$ cat src/hdl/dac_ctrl_pkg.sv
// package of constants and types for the converter pin control block
package dac_ctrl_pkg;
    localparam int CHANNELS      = 16;
    localparam int CODE_W        = 16;
    localparam int SPAN_W        = 3;
    localparam int TOGGLE_PINS   = 3;
    localparam int SEL_W         = 2;
    localparam int SYNC_STAGES   = 2;
    localparam logic [CODE_W-1:0] ZERO_CODE  = 16'h0000;
    localparam logic [SPAN_W-1:0] SPAN_0_5V  = 3'h0;
    localparam logic [CHANNELS-1:0] EN_DEFAULT = 16'h0000;
    localparam logic [SEL_W-1:0] SEL_DEFAULT = 2'h0;
    localparam logic [1:0] MODE_TOGGLE = 2'h1;
    localparam logic [1:0] MODE_DITHER = 2'h2;
    localparam logic [1:0] MODE_OFF    = 2'h0;
    typedef logic [CODE_W-1:0] code_t;
    typedef logic [SPAN_W-1:0] span_t;
    typedef enum logic [2:0] {
        ST_RUN   = 3'h1,
        ST_CLEAR = 3'h2,
        ST_BOOT  = 3'h4
    } ctrl_state_t;
endpackage

$ cat src/hdl/dac_toggle_clear_fault_ctrl.sv
// pin-level control of toggles, clear, update, fault and reference select
//
// Functional notes
// - toggle fall loads register A
// - toggle rise loads register B
// - dither mode updates only on rise
// - only enabled channels follow toggle pins
// - clear level forces zero code, 0-5 span
// - clear restores control registers to defaults
// - fault pulls open-drain output low
// - overtemperature or serial error raises fault
// - load strobe rise releases fault output
// - internal reference drives pin by default
// - external mode disconnects reference, pin input
// - grounded compensation pin disables internal reference
// - strobe high ends shifting, executes command
// - update fall with strobe high loads all
`timescale 1ns/1ps
`default_nettype none
module dac_toggle_clear_fault_ctrl (
    // clock and reset
    input  wire logic clock,
    input  wire logic rst_n,
    // asynchronous control pins
    input  wire logic [dac_ctrl_pkg::TOGGLE_PINS-1:0] toggle_pin,
    input  wire logic async_clear_n,
    input  wire logic async_update_n,
    input  wire logic select_load_n,
    input  wire logic reference_comp_pin,
    // configuration from the serial command decoder
    input  wire logic [1:0] mode,
    input  wire logic [dac_ctrl_pkg::CHANNELS-1:0] en_wdata,
    input  wire logic en_we,
    input  wire logic [dac_ctrl_pkg::CHANNELS*2-1:0] sel_wdata,
    input  wire logic sel_we,
    input  wire logic ext_ref_wdata,
    input  wire logic ext_ref_we,
    // input registers and command results
    input  wire logic [dac_ctrl_pkg::CHANNELS*16-1:0] input_a,
    input  wire logic [dac_ctrl_pkg::CHANNELS*16-1:0] input_b,
    input  wire logic cmd_update_all,
    input  wire logic [dac_ctrl_pkg::CHANNELS*3-1:0] span_wdata,
    input  wire logic span_we,
    // fault sources
    input  wire logic over_temp,
    input  wire logic serial_error,
    // outputs
    output logic [dac_ctrl_pkg::CHANNELS*16-1:0] out_code,
    output logic [dac_ctrl_pkg::CHANNELS*3-1:0]  out_span,
    output logic [dac_ctrl_pkg::CHANNELS-1:0]    toggle_dither_enable_bit,
    output logic fault_out,
    output logic fault_oe,
    output logic internal_ref_on,
    output logic ref_pin_oe
);
    import dac_ctrl_pkg::*;

    // ------------------------------------------------------------
    // synchronisers
    // ------------------------------------------------------------
    logic [TOGGLE_PINS-1:0] tg_rise, tg_fall;
    logic clr_lvl, upd_fall, cs_lvl, cs_rise;
    logic comp_lvl;

    genvar g;
    generate
        for (g = 0; g < TOGGLE_PINS; g++) begin : g_tg
            pin_sync u_tg (.clock(clock), .rst_n(rst_n), .reset_level(1'b0),
                .pin(toggle_pin[g]), .level(),
                .rise(tg_rise[g]), .fall(tg_fall[g]));
        end
    endgenerate
    pin_sync u_clr (.clock(clock), .rst_n(rst_n), .reset_level(1'b1),
        .pin(async_clear_n), .level(clr_lvl),
        .rise(), .fall());
    pin_sync u_upd (.clock(clock), .rst_n(rst_n), .reset_level(1'b1),
        .pin(async_update_n), .level(),
        .rise(), .fall(upd_fall));
    pin_sync u_cs (.clock(clock), .rst_n(rst_n), .reset_level(1'b1),
        .pin(select_load_n), .level(cs_lvl),
        .rise(cs_rise), .fall());
    pin_sync u_comp (.clock(clock), .rst_n(rst_n), .reset_level(1'b1),
        .pin(reference_comp_pin), .level(comp_lvl),
        .rise(), .fall());

    // ------------------------------------------------------------
    // control state
    // ------------------------------------------------------------
    // the strap needs both sync stages filled before it can be trusted
    localparam logic [1:0] BOOT_LAST = 2'(SYNC_STAGES);
    ctrl_state_t state, next_state;
    logic [1:0] boot_cnt, next_boot_cnt;
    logic [CHANNELS-1:0]   next_en;
    logic [CHANNELS*2-1:0] sel, next_sel;
    logic ext_ref, next_ext_ref;
    logic comp_strap, next_comp_strap;
    logic [CHANNELS*16-1:0] next_code;
    logic [CHANNELS*3-1:0]  next_span;
    logic fault, next_fault, next_fault_oe, next_int_ref, next_ref_oe;
    logic [TOGGLE_PINS-1:0] sel_rise, sel_fall;
    logic do_a, do_b;
    code_t ca, cb;

    // picks which toggle pin a channel listens to
    function automatic logic pin_hit(input logic [TOGGLE_PINS-1:0] ev,
                                     input logic [1:0] s);
        pin_hit = (s < TOGGLE_PINS) ? ev[s] : 1'b0;
    endfunction

    always_comb begin
        next_state      = state;
        next_boot_cnt   = boot_cnt;
        next_en         = toggle_dither_enable_bit;
        next_sel        = sel;
        next_ext_ref    = ext_ref;
        next_comp_strap = comp_strap;
        next_code       = out_code;
        next_span       = out_span;
        next_fault      = fault;
        sel_rise        = tg_rise;
        sel_fall        = tg_fall;
        do_a            = 1'b0;
        do_b            = 1'b0;
        ca              = ZERO_CODE;
        cb              = ZERO_CODE;
        case (state)
            ST_BOOT: begin
                // strap caught once it has crossed the synchroniser
                next_boot_cnt = boot_cnt + 2'h1;
                if (boot_cnt == BOOT_LAST) begin
                    next_comp_strap = comp_lvl;
                    next_state      = ST_RUN;
                end
            end
            ST_CLEAR: begin
                if (clr_lvl)
                    next_state = ST_RUN;
            end
            ST_RUN: begin
                if (en_we)
                    next_en = en_wdata;
                if (sel_we)
                    next_sel = sel_wdata;
                if (ext_ref_we)
                    next_ext_ref = ext_ref_wdata;
                if (span_we)
                    next_span = span_wdata;
                // strobe high executes the shifted command
                if (cmd_update_all ||
                    (cs_lvl && upd_fall && !cs_rise))
                    next_code = input_a;
                for (int c = 0; c < CHANNELS; c++) begin
                    do_a = 1'b0;
                    do_b = 1'b0;
                    if (toggle_dither_enable_bit[c]) begin
                        if (mode == MODE_TOGGLE) begin
                            do_a = pin_hit(sel_fall, sel[c*2 +: 2]);
                            do_b = pin_hit(sel_rise, sel[c*2 +: 2]);
                        end else if (mode == MODE_DITHER) begin
                            // dither steps on the clock rise only
                            do_b = pin_hit(sel_rise, sel[c*2 +: 2]);
                        end
                    end
                    ca = input_a[c*16 +: 16];
                    cb = input_b[c*16 +: 16];
                    if (do_a)
                        next_code[c*16 +: 16] = ca;
                    if (do_b)
                        next_code[c*16 +: 16] = cb;
                end
            end
            default: next_state = ST_RUN;
        endcase
        // clear level overrides state, codes, spans and controls while low; the fault logic below is not affected
        if (!clr_lvl) begin
            next_state   = ST_CLEAR;
            next_code    = {CHANNELS{ZERO_CODE}};
            next_span    = {CHANNELS{SPAN_0_5V}};
            next_en      = EN_DEFAULT;
            next_sel     = {CHANNELS{SEL_DEFAULT}};
            next_ext_ref = 1'b0;
        end
        // a new fault beats the release in the same cycle
        if (cs_rise)
            next_fault = 1'b0;
        if (over_temp || serial_error)
            next_fault = 1'b1;
        // reference stays off until the strap is known, so no glitch
        next_int_ref  = !next_ext_ref && next_comp_strap
                        && (next_state != ST_BOOT);
        next_ref_oe   = !next_int_ref;
        next_fault_oe = !next_fault;
    end

    // registers only
    always_ff @(posedge clock) begin
        if (!rst_n) begin
            state                    <= ST_BOOT;
            boot_cnt                 <= 2'h0;
            toggle_dither_enable_bit <= EN_DEFAULT;
            sel                      <= {CHANNELS{SEL_DEFAULT}};
            ext_ref                  <= 1'b0;
            comp_strap               <= 1'b1;
            out_code                 <= {CHANNELS{ZERO_CODE}};
            out_span                 <= {CHANNELS{SPAN_0_5V}};
            fault                    <= 1'b0;
            fault_oe                 <= 1'b1;
            internal_ref_on          <= 1'b0;
            ref_pin_oe               <= 1'b1;
        end else begin
            state                    <= next_state;
            boot_cnt                 <= next_boot_cnt;
            toggle_dither_enable_bit <= next_en;
            sel                      <= next_sel;
            ext_ref                  <= next_ext_ref;
            comp_strap               <= next_comp_strap;
            out_code                 <= next_code;
            out_span                 <= next_span;
            fault                    <= next_fault;
            fault_oe                 <= next_fault_oe;
            internal_ref_on          <= next_int_ref;
            ref_pin_oe               <= next_ref_oe;
        end
    end

    // open drain: output value is always low, only the enable moves
    always_ff @(posedge clock) begin
        fault_out <= 1'b0;
    end

    // ------------------------------------------------------------
    // checks
    // ------------------------------------------------------------
    chk_clear_zero: assert property (@(posedge clock)
        disable iff (!rst_n) !clr_lvl |=> out_code == {CHANNELS{ZERO_CODE}})
        else $error("clear did not zero codes");
    chk_clear_span: assert property (@(posedge clock)
        disable iff (!rst_n) !clr_lvl |=> out_span == {CHANNELS{SPAN_0_5V}})
        else $error("clear did not reset spans");
    chk_clear_ctrl: assert property (@(posedge clock)
        disable iff (!rst_n)
        !clr_lvl |=> toggle_dither_enable_bit == EN_DEFAULT && !ext_ref)
        else $error("clear did not reset controls");
    chk_fault_set: assert property (@(posedge clock)
        disable iff (!rst_n) (over_temp || serial_error) |=> !fault_oe)
        else $error("fault not signalled");
    chk_fault_free: assert property (@(posedge clock)
        disable iff (!rst_n)
        cs_rise && !over_temp && !serial_error |=> fault_oe)
        else $error("fault not released");
    // a clear or a rewrite to internal mode legally ends external mode
    chk_ref_ext: assert property (@(posedge clock)
        disable iff (!rst_n) ext_ref && state == ST_RUN && clr_lvl
        && !ext_ref_we |=> !internal_ref_on && ref_pin_oe)
        else $error("external reference not honoured");
    chk_ref_pair: assert property (@(posedge clock)
        disable iff (!rst_n) ref_pin_oe == !internal_ref_on)
        else $error("reference drive mismatch");
    chk_ref_default: assert property (@(posedge clock)
        disable iff (!rst_n) state == ST_RUN && !ext_ref && comp_strap
        && !ext_ref_we |=> internal_ref_on)
        else $error("internal reference not on by default");
    chk_strap_off: assert property (@(posedge clock)
        disable iff (!rst_n) state == ST_BOOT && boot_cnt == BOOT_LAST
        && !comp_lvl |=> !internal_ref_on && ref_pin_oe)
        else $error("grounded strap left reference on");
    chk_tg_off: assert property (@(posedge clock)
        disable iff (!rst_n) clr_lvl && state == ST_RUN
        && toggle_dither_enable_bit[0] == 1'b0 && !cmd_update_all
        && !upd_fall |=> $stable(out_code[15:0]))
        else $error("disabled channel moved");
    chk_toggle_a: assert property (@(posedge clock)
        disable iff (!rst_n) clr_lvl && state == ST_RUN
        && mode == MODE_TOGGLE && toggle_dither_enable_bit[0]
        && sel[1:0] == 2'h0 && tg_fall[0]
        |=> out_code[15:0] == $past(input_a[15:0]))
        else $error("toggle fall did not load register A");
    chk_toggle_b: assert property (@(posedge clock)
        disable iff (!rst_n) clr_lvl && state == ST_RUN
        && mode == MODE_TOGGLE && toggle_dither_enable_bit[0]
        && sel[1:0] == 2'h0 && tg_rise[0]
        |=> out_code[15:0] == $past(input_b[15:0]))
        else $error("toggle rise did not load register B");
    chk_dither_fall: assert property (@(posedge clock)
        disable iff (!rst_n) clr_lvl && state == ST_RUN
        && mode == MODE_DITHER && toggle_dither_enable_bit[0]
        && sel[1:0] == 2'h0 && tg_fall[0] && !cmd_update_all
        && !upd_fall |=> $stable(out_code[15:0]))
        else $error("dither moved on a falling clock");
endmodule
`default_nettype wire

$ cat src/hdl/pin_sync.sv
// two-flop level synchroniser with combinational edge flags decoded from a third delay flop
`timescale 1ns/1ps
`default_nettype none
module pin_sync (
    // clock and reset
    input  wire logic clock,
    input  wire logic rst_n,
    input  wire logic reset_level,
    // pin and result
    input  wire logic pin,
    output logic      level,
    output logic      rise,
    output logic      fall
);
    logic meta;
    logic next_meta;
    logic next_level;
    logic prev;
    logic next_prev;

    // first stage feeds only the second stage
    always_comb begin
        next_meta  = pin;
        next_level = meta;
        next_prev  = level;
    end

    always_ff @(posedge clock) begin
        if (!rst_n) begin
            meta  <= reset_level;
            level <= reset_level;
            prev  <= reset_level;
        end else begin
            meta  <= next_meta;
            level <= next_level;
            prev  <= next_prev;
        end
    end

    // edges come from the two stable stages only
    assign rise = level & ~prev;
    assign fall = ~level & prev;
endmodule
`default_nettype wire

$ cat config.mk
export PLATFORM = sky130hd
export DESIGN_NAME = dac_toggle_clear_fault_ctrl
export DESIGN_NICKNAME = d
export VERILOG_FILES = /design/src/hdl/dac_ctrl_pkg.sv /design/src/hdl/dac_toggle_clear_fault_ctrl.sv /design/src/hdl/pin_sync.sv
export SDC_FILE = /design/constraint.sdc
export NUM_CORES = 1
export LEC_CHECK = 0
export ABC_AREA = 1
export BUFFER_PORTS_ARGS = -buffer_cell sky130_fd_sc_hd__buf_2
export CAP_MARGIN = 20
export CORE_AREA = 2 2 366 368
export CTS_CLUSTER_SIZE = 16
export DETAILED_ROUTE_END_ITERATION = 12
export DIE_AREA = 0 0 368 370
export PLACE_DENSITY = 0.42
export SYNTH_ARGS = -nofsm -noshare
export SYNTH_HDL_FRONTEND = slang
export SYNTH_SLANG_ARGS = --single-unit
export TNS_END_PERCENT = 10
$ cat constraint.sdc
create_clock -name clock -period 2.15 [get_ports clock]
set_clock_uncertainty 0.1 [all_clocks]
set_input_delay 0.215 -clock clock [delete_from_list [all_inputs] [get_ports clock]]
set_output_delay 0.215 -clock clock [all_outputs]
set_load 0.1 [all_outputs]
==> flow_metrics.tcl, run 1 <==
set metrics [dict create \
    yosys.area_share.simple_pct 33.2 \
    slew_viol_final 0 \
    dp_hpwl_mm 78.1 \
    grt_pass1_wl_mm 152 \
    dpl.cell_count 5877 \
    synthAdderAreaFrac_pct 0.0642 \
    nFillCells 14600 \
    cap_viol_max_count 0 \
    drt-total-wl_mm 106 \
    ys_warn_count 0 \
    cts_tree "built" \
    area_delta_synth_final_pct 79.6 \
    core_area_um2 132000 \
    io_pins 951 \
    htreeDepth 2 \
    hold_viol_final 0 \
    nets 5416 \
    timing.hold.ws_ns 0.0318 \
    clk_latency_ns 0.67 \
    drt-pass1-iter-count 6 \
    setup_ws_ns 0.153 \
    finalSetupViolCount 0 \
    clock-sinks 382 \
    ys_ff_latch 382 \
    rr_startpoint "g_tg[0].u_tg.level" \
    critPathMaxFanout 32 \
    max_freq_ghz 0.501 \
    place_congestion 0.878 \
    placementRows 134 \
    power_frac_seq_pct 33.6 \
    worstHoldPathCells 6 \
    die_height_um 370 \
    syn_nets 3849 \
    cp_slowest_stage_delay_ns 0.43 \
    fin_cells 6603 \
    min_to "out_code[255]" \
    die-area_um2 136000 \
    cp_common_cell "nand3_1" \
    worstMarginPinSlew_ns 0.778 \
    avgRoutedWirePerCell_um 16.0 \
    antenna_found_initial 35 \
    layout_common_cells "buf_2 (949), nand2_1 (868), dlygate4sd3_1 (624)" \
    start_kind "flip-flop" \
    min_path_type "in2reg" \
    die_w_um 368 \
    status "finished clean" \
    p_per_area_nw_per_um2 648 \
    drc_errors 0 \
    min_period_ns 2.00 \
    seq_area_frac_synth_pct 39.2 \
    syn-cell-area_um2 19500 \
    p_int_mw 14.6 \
    cp-end-kind "flip-flop" \
    path_cells "buf_4, nand3_1, nand3_1, nand3_1, buf_12, o21ai_0, buf_4, nor2_1, nor2_1" \
    min_from "input_b[255]" \
    portBuffers 949 \
    power_mw 22.7 \
    ant_nets 0 \
    finalSetupTns_ns 0 \
    grt_pass1_vias 24800 \
    final_area_um2 35000 \
    synth_compound_area_share_pct 11.4 \
    max-slew-margin-rel_pct 48.5 \
    vias_per_cell 3.79 \
    initial_core_util_pct 14.7 \
    cp.required_ns 2.61 \
    grt_max_degree 53 \
    worst_path_max_delay_cell "dfxtp_2" \
    netSwitchingFraction_pct 35.6 \
    cts_root_buf "clkbuf_16" \
    postSynthCellCount 3221 \
    dpl_cell_area_um2 27000 \
    avgSynthCellArea_um2 6.05 \
    synth-xor-area-share_pct 0 \
    final_common_cell "buf_2" \
    synthMuxAreaShare_pct 0.0514 \
    crit_type "reg2reg" \
    r2r-end "out_code[219]" \
    pwr-share-clk_pct 39.4 \
    p_leak_nw 18.8 \
    worst-r2r-cell-count 9 \
    synth_top_family_by_area "simple AND/OR/NAND/NOR gates" \
    p_comb_share_pct 27.0 \
    vias 25000 \
    cts_buffer_depth 3 \
    ys_types 28 \
    drt-initial-drc-count 1093 \
    arrival_ns 2.46 \
    p_switching_mw 8.06 \
    clk_pin_slew_worst_paths_ns 0.06 \
    rsz0062_at_grt "false" \
    irDropWorstVdd_mv 0.537 \
    gr-usage-all-layers_pct 14.8 \
    rrSetupSlack_ns 0.15 \
    post-route-period-util_pct 92.9 \
    dp_slack_ns -0.0435 \
    final_util_pct 26.4 \
    numCtsBuffers 52 \
    drive_above_1_share_pct 24.9 \
    grt_remaining_overflow 0 \
]
## area by class of cell
cell class	instances	area, um^2	share of cell area (%)
Timing Repair Buffer	1695	12400	35.5
Multi-Input combinational cell	2071	8750	25.0
Sequential cell	382	7660	21.9
Inverter	586	2210	6.33
Tap cell	1768	2210	6.32
Clock buffer	72	1470	4.19
Clock inverter	18	254	0.726
Antenna cell	11	27.5	0.0786
## worst max path at each step
stage	startpoint	to	depth (start not counted)
2_1_floorplan	toggle_dither_enable_bit[1]	out_code[16]	8
3_3_place_gp	g_tg[2].u_tg.prev	out_code[221]	9
3_5_place_dp	g_tg[2].u_tg.prev	out_code[221]	9
4_1_cts	g_tg[2].u_tg.prev	out_code[7]	9
5_1_grt	g_tg[2].u_tg.prev	out_code[102]	9
6_report	g_tg[0].u_tg.level	out_code[219]	9
## cell families after synthesis
kind of cell	Yosys count
adders and majority gates	1
DFF	382
AOI/OAI and AO/OA	440
other	1
and+or+nand+nor	1628
muxes	1
buffers and inverters	768
## flip-flops by register name (all words and copies together), names as in the netlist, 2 cells and up
signal and flops:
boot_cnt 2, g_tg.u_tg.level 3, g_tg.u_tg.meta 3, g_tg.u_tg.prev 3
out_code 256, out_span 48, sel 32, state 3
toggle_dither_enable_bit 16
## synthesized netlist by cell type
library cell | count | share of area [%]
a311oi_1 | 1 | 0.045
a31oi_2 | 1 | 0.064
clkinv_1 | 1 | 0.019
inv_2 | 5 | 0.096
buf_2 | 98 | 2.5
nand2_1 | 872 | 17
a211oi_1 | 1 | 0.039
nand3_2 | 10 | 0.51
o21ai_1 | 122 | 3.1
or2_2 | 10 | 0.32
conb_1 | 1 | 0.019
nand2_2 | 13 | 0.42
buf_4 | 15 | 0.58
nand4_1 | 1 | 0.032
clkbuf_1 | 55 | 1.1
a21oi_1 | 114 | 2.9
inv_4 | 2 | 0.064
buf_1 | 5 | 0.096
buf_6 | 9 | 0.52
dfxtp_1 | 382 | 39
nor3_1 | 3 | 0.077
nand3_1 | 182 | 4.7
nor2_2 | 1 | 0.032
mux2i_1 | 1 | 0.051
o21ai_0 | 201 | 5.2
inv_1 | 578 | 11
ha_1 | 1 | 0.064
nor2_1 | 536 | 10
## per-layer routing
metal	GRT usage (%)	vias to the layer above	share of wire [%]
met5	0	-	0.17
li1	-	12800	-
met4	6.71	28	4.6
met2	25.3	895	47
met3	3.67	260	6.3
met1	17.3	11000	42
## critical path: cells and delay by family (launching register included)
| family | cells | cell delay, ns |
|---|---|---|
| AOI/OAI and AO/OA | 1 | 0.27 |
| buffers and inverters | 3 | 0.58 |
| DFF | 1 | 0.43 |
| and+or+nand+nor | 5 | 0.48 |
## what timing repair did
| action | 4_1_cts | 5_1_grt |
|---|---|---|
| cloned | 0 | 0 |
| hold endpoints to repair | 371 | 0 |
| hold buffers | 625 | 0 |
| setup buffers | 0 | 0 |
| resized for setup | 6 | 11 |
| setup endpoints to repair | 6 | 129 |
## power groups by stage
stage,logic [mW],clock network (mW),registers (mW)
after floorplan,1.43,0,9.85
after global placement,5.23,0,7.77
after detailed placement,5.23,0,7.77
after CTS,6.17,9.36,7.62
after global routing,6.59,9.61,7.66
final,6.13,8.93,7.62
Note: power is estimated with default switching activity, not from simulation.
==> run 2, diff against run 1 <==
- clock period: 2.15 -> 2.4 ns (I/O delays scaled with it)
==> run 2 against run 1 <==
The run now ends with hold timing left. Combinational power decreased by 12%. Worst hold slack got worse by 0.048 ns. Via count decreased by 0.19%. Count of clock-buffer cells in the layout decreased by 2. Cell area decreased by 1.3%.
==> flow_metrics.tcl, run 2 (same netlist as run 1, synthesis figures left out) <==
set metrics [dict create \
    status "finished, violations left" \
    violations "hold timing" \
    r2r-end "out_span[12]" \
    io_pins 951 \
    cp.required_ns 2.91 \
    drive_above_1_share_pct 24.4 \
    max_freq_ghz 0.470 \
    htreeDepth 2 \
    die-area_um2 136000 \
    rr_startpoint "state[2]" \
    clock-sinks 382 \
    area_delta_synth_final_pct 77.2 \
    portBuffers 949 \
    core_area_um2 132000 \
    grt_pass1_wl_mm 152 \
    grt_max_degree 63 \
    grt_remaining_overflow 0 \
    clk_latency_ns 0.67 \
    worst-r2r-cell-count 7 \
    slew_viol_final 0 \
    initial_core_util_pct 14.7 \
    cp-end-kind "flip-flop" \
    drt-initial-drc-count 1130 \
    cap_viol_max_count 0 \
    grt_pass1_vias 25200 \
    worst_path_max_delay_cell "dlygate4sd3_1" \
    place_congestion 0.874 \
    cts_buffer_depth 3 \
    largest_register "out_code" \
    largest_reg_flops 256 \
    antenna_found_initial 36 \
    rsz0062_at_grt "false" \
    rrSetupSlack_ns 0.27 \
    min_period_ns 2.13 \
    cp_slowest_stage_delay_ns 0.56 \
    critPathMaxFanout 45 \
    placementRows 134 \
    die_w_um 368 \
    vias 24900 \
    drt-total-wl_mm 106 \
    path_cells "nor2_1, nand2_2, inv_4, buf_6, nand3_1, a21oi_1, dlygate4sd3_1" \
    cts_root_buf "clkbuf_16" \
    cp-endpoint "out_span[12]" \
    gr-usage-all-layers_pct 14.8 \
    timing.hold.ws_ns -0.0164 \
    drt-pass1-iter-count 5 \
    avgRoutedWirePerCell_um 16.1 \
    final_common_cell "buf_2" \
    hold_viol_final 1 \
    nets 5386 \
    p_leak_nw 18.7 \
    post-route-period-util_pct 88.7 \
    numCtsBuffers 52 \
    finalSetupTns_ns 0 \
    min_path_type "in2reg" \
    cts_tree "built" \
    dp_hpwl_mm 78.4 \
    vias_per_cell 3.79 \
    reg.largest.list "out_code (256), out_span (48), sel (32)" \
    power_mw 20.5 \
    crit_path_start "state[2]" \
    worstMarginPinSlew_ns 0.771 \
    arrival_ns 2.64 \
    start_kind "flip-flop" \
    p_per_area_nw_per_um2 594 \
    crit_type "reg2reg" \
    die_height_um 370 \
    irDropWorstVdd_mv 0.528 \
    layout_common_cells "buf_2 (949), nand2_1 (868), dlygate4sd3_1 (631)" \
    post-cts-setup-buffer-count 0 \
    max-slew-margin-rel_pct 49.0 \
    clk_pin_slew_worst_paths_ns 0.06 \
    ant_nets 0 \
    finalSetupViolCount 0 \
    drc_errors 0 \
]
run 2: worst max-delay path: cells and delay by family (launching register included):
family	cells	cell delay, ns
compound gates	1	0.17
buf+inv	3	1.03
flops	1	0.35
simple gates	3	0.40
run 2: final cells by class:
| type | instances | area, um^2 |
|---|---|---|
| Fill cell | 14700 | 97900 |
| Timing Repair Buffer | 1665 | 11900 |
| Multi-Input combinational cell | 2071 | 8740 |
| Sequential cell | 382 | 7650 |
| Inverter | 586 | 2210 |
| Tap cell | 1768 | 2210 |
| Clock buffer | 70 | 1470 |
| Clock inverter | 23 | 353 |
| Antenna cell | 15 | 37.5 |
run 2: per-layer routing:
layer / global-route usage, % / wire, um
met1: 17.0 / 43300
met2: 25.3 / 49800
met3: 3.82 / 7070
met4: 7.43 / 5380
met5: 0 / 201
run 2: worst min-delay path by stage:
stage | start | end | slack [ns] | cells after the start
2_1_floorplan | rst_n | state[2] | 0.23 | 1
4_1_cts | input_a[228] | out_code[228] | 0.02 | 6
3_3_place_gp | u_cs.meta | u_cs.level | 0.30 | 1
5_1_grt | sel_wdata[17] | sel[17] | 0.07 | 3
3_5_place_dp | u_upd.meta | u_upd.level | 0.30 | 1
6_report | sel_wdata[17] | sel[17] | -0.02 | 3
run 2: report_power, final:
part           internal, mW  switching (mW)
combinational          1.75            3.66
clock                  4.96            3.32
sequential             6.66           0.169
total                  13.4            7.14
run 2: repair_timing:
item,4_1_cts,5_1_grt
endpoints found under the hold margin,371,0
gates resized for setup,0,4
endpoints found under the setup margin,0,6
hold buffers,632,0
run 2: stage by stage:
| stage | instance area, um^2 | cells | hold slack, ns | utilization [%] | setup slack (ns) |
|---|---|---|---|---|---|
| floorplan | 19500 | 3221 | 0.230 | - | 0.329 |
| global placement | 26400 | 5841 | 0.298 | 19.9 | 0.0680 |
| detailed placement | 26400 | 5841 | 0.298 | 19.9 | 0.0763 |
| CTS | 34500 | 6566 | 0.0165 | 26.0 | 0.0258 |
| global route | 34500 | 6574 | 0.0709 | 26.1 | 0.0895 |
| finish | 34500 | 6580 | -0.0164 | 26.1 | 0.271 |
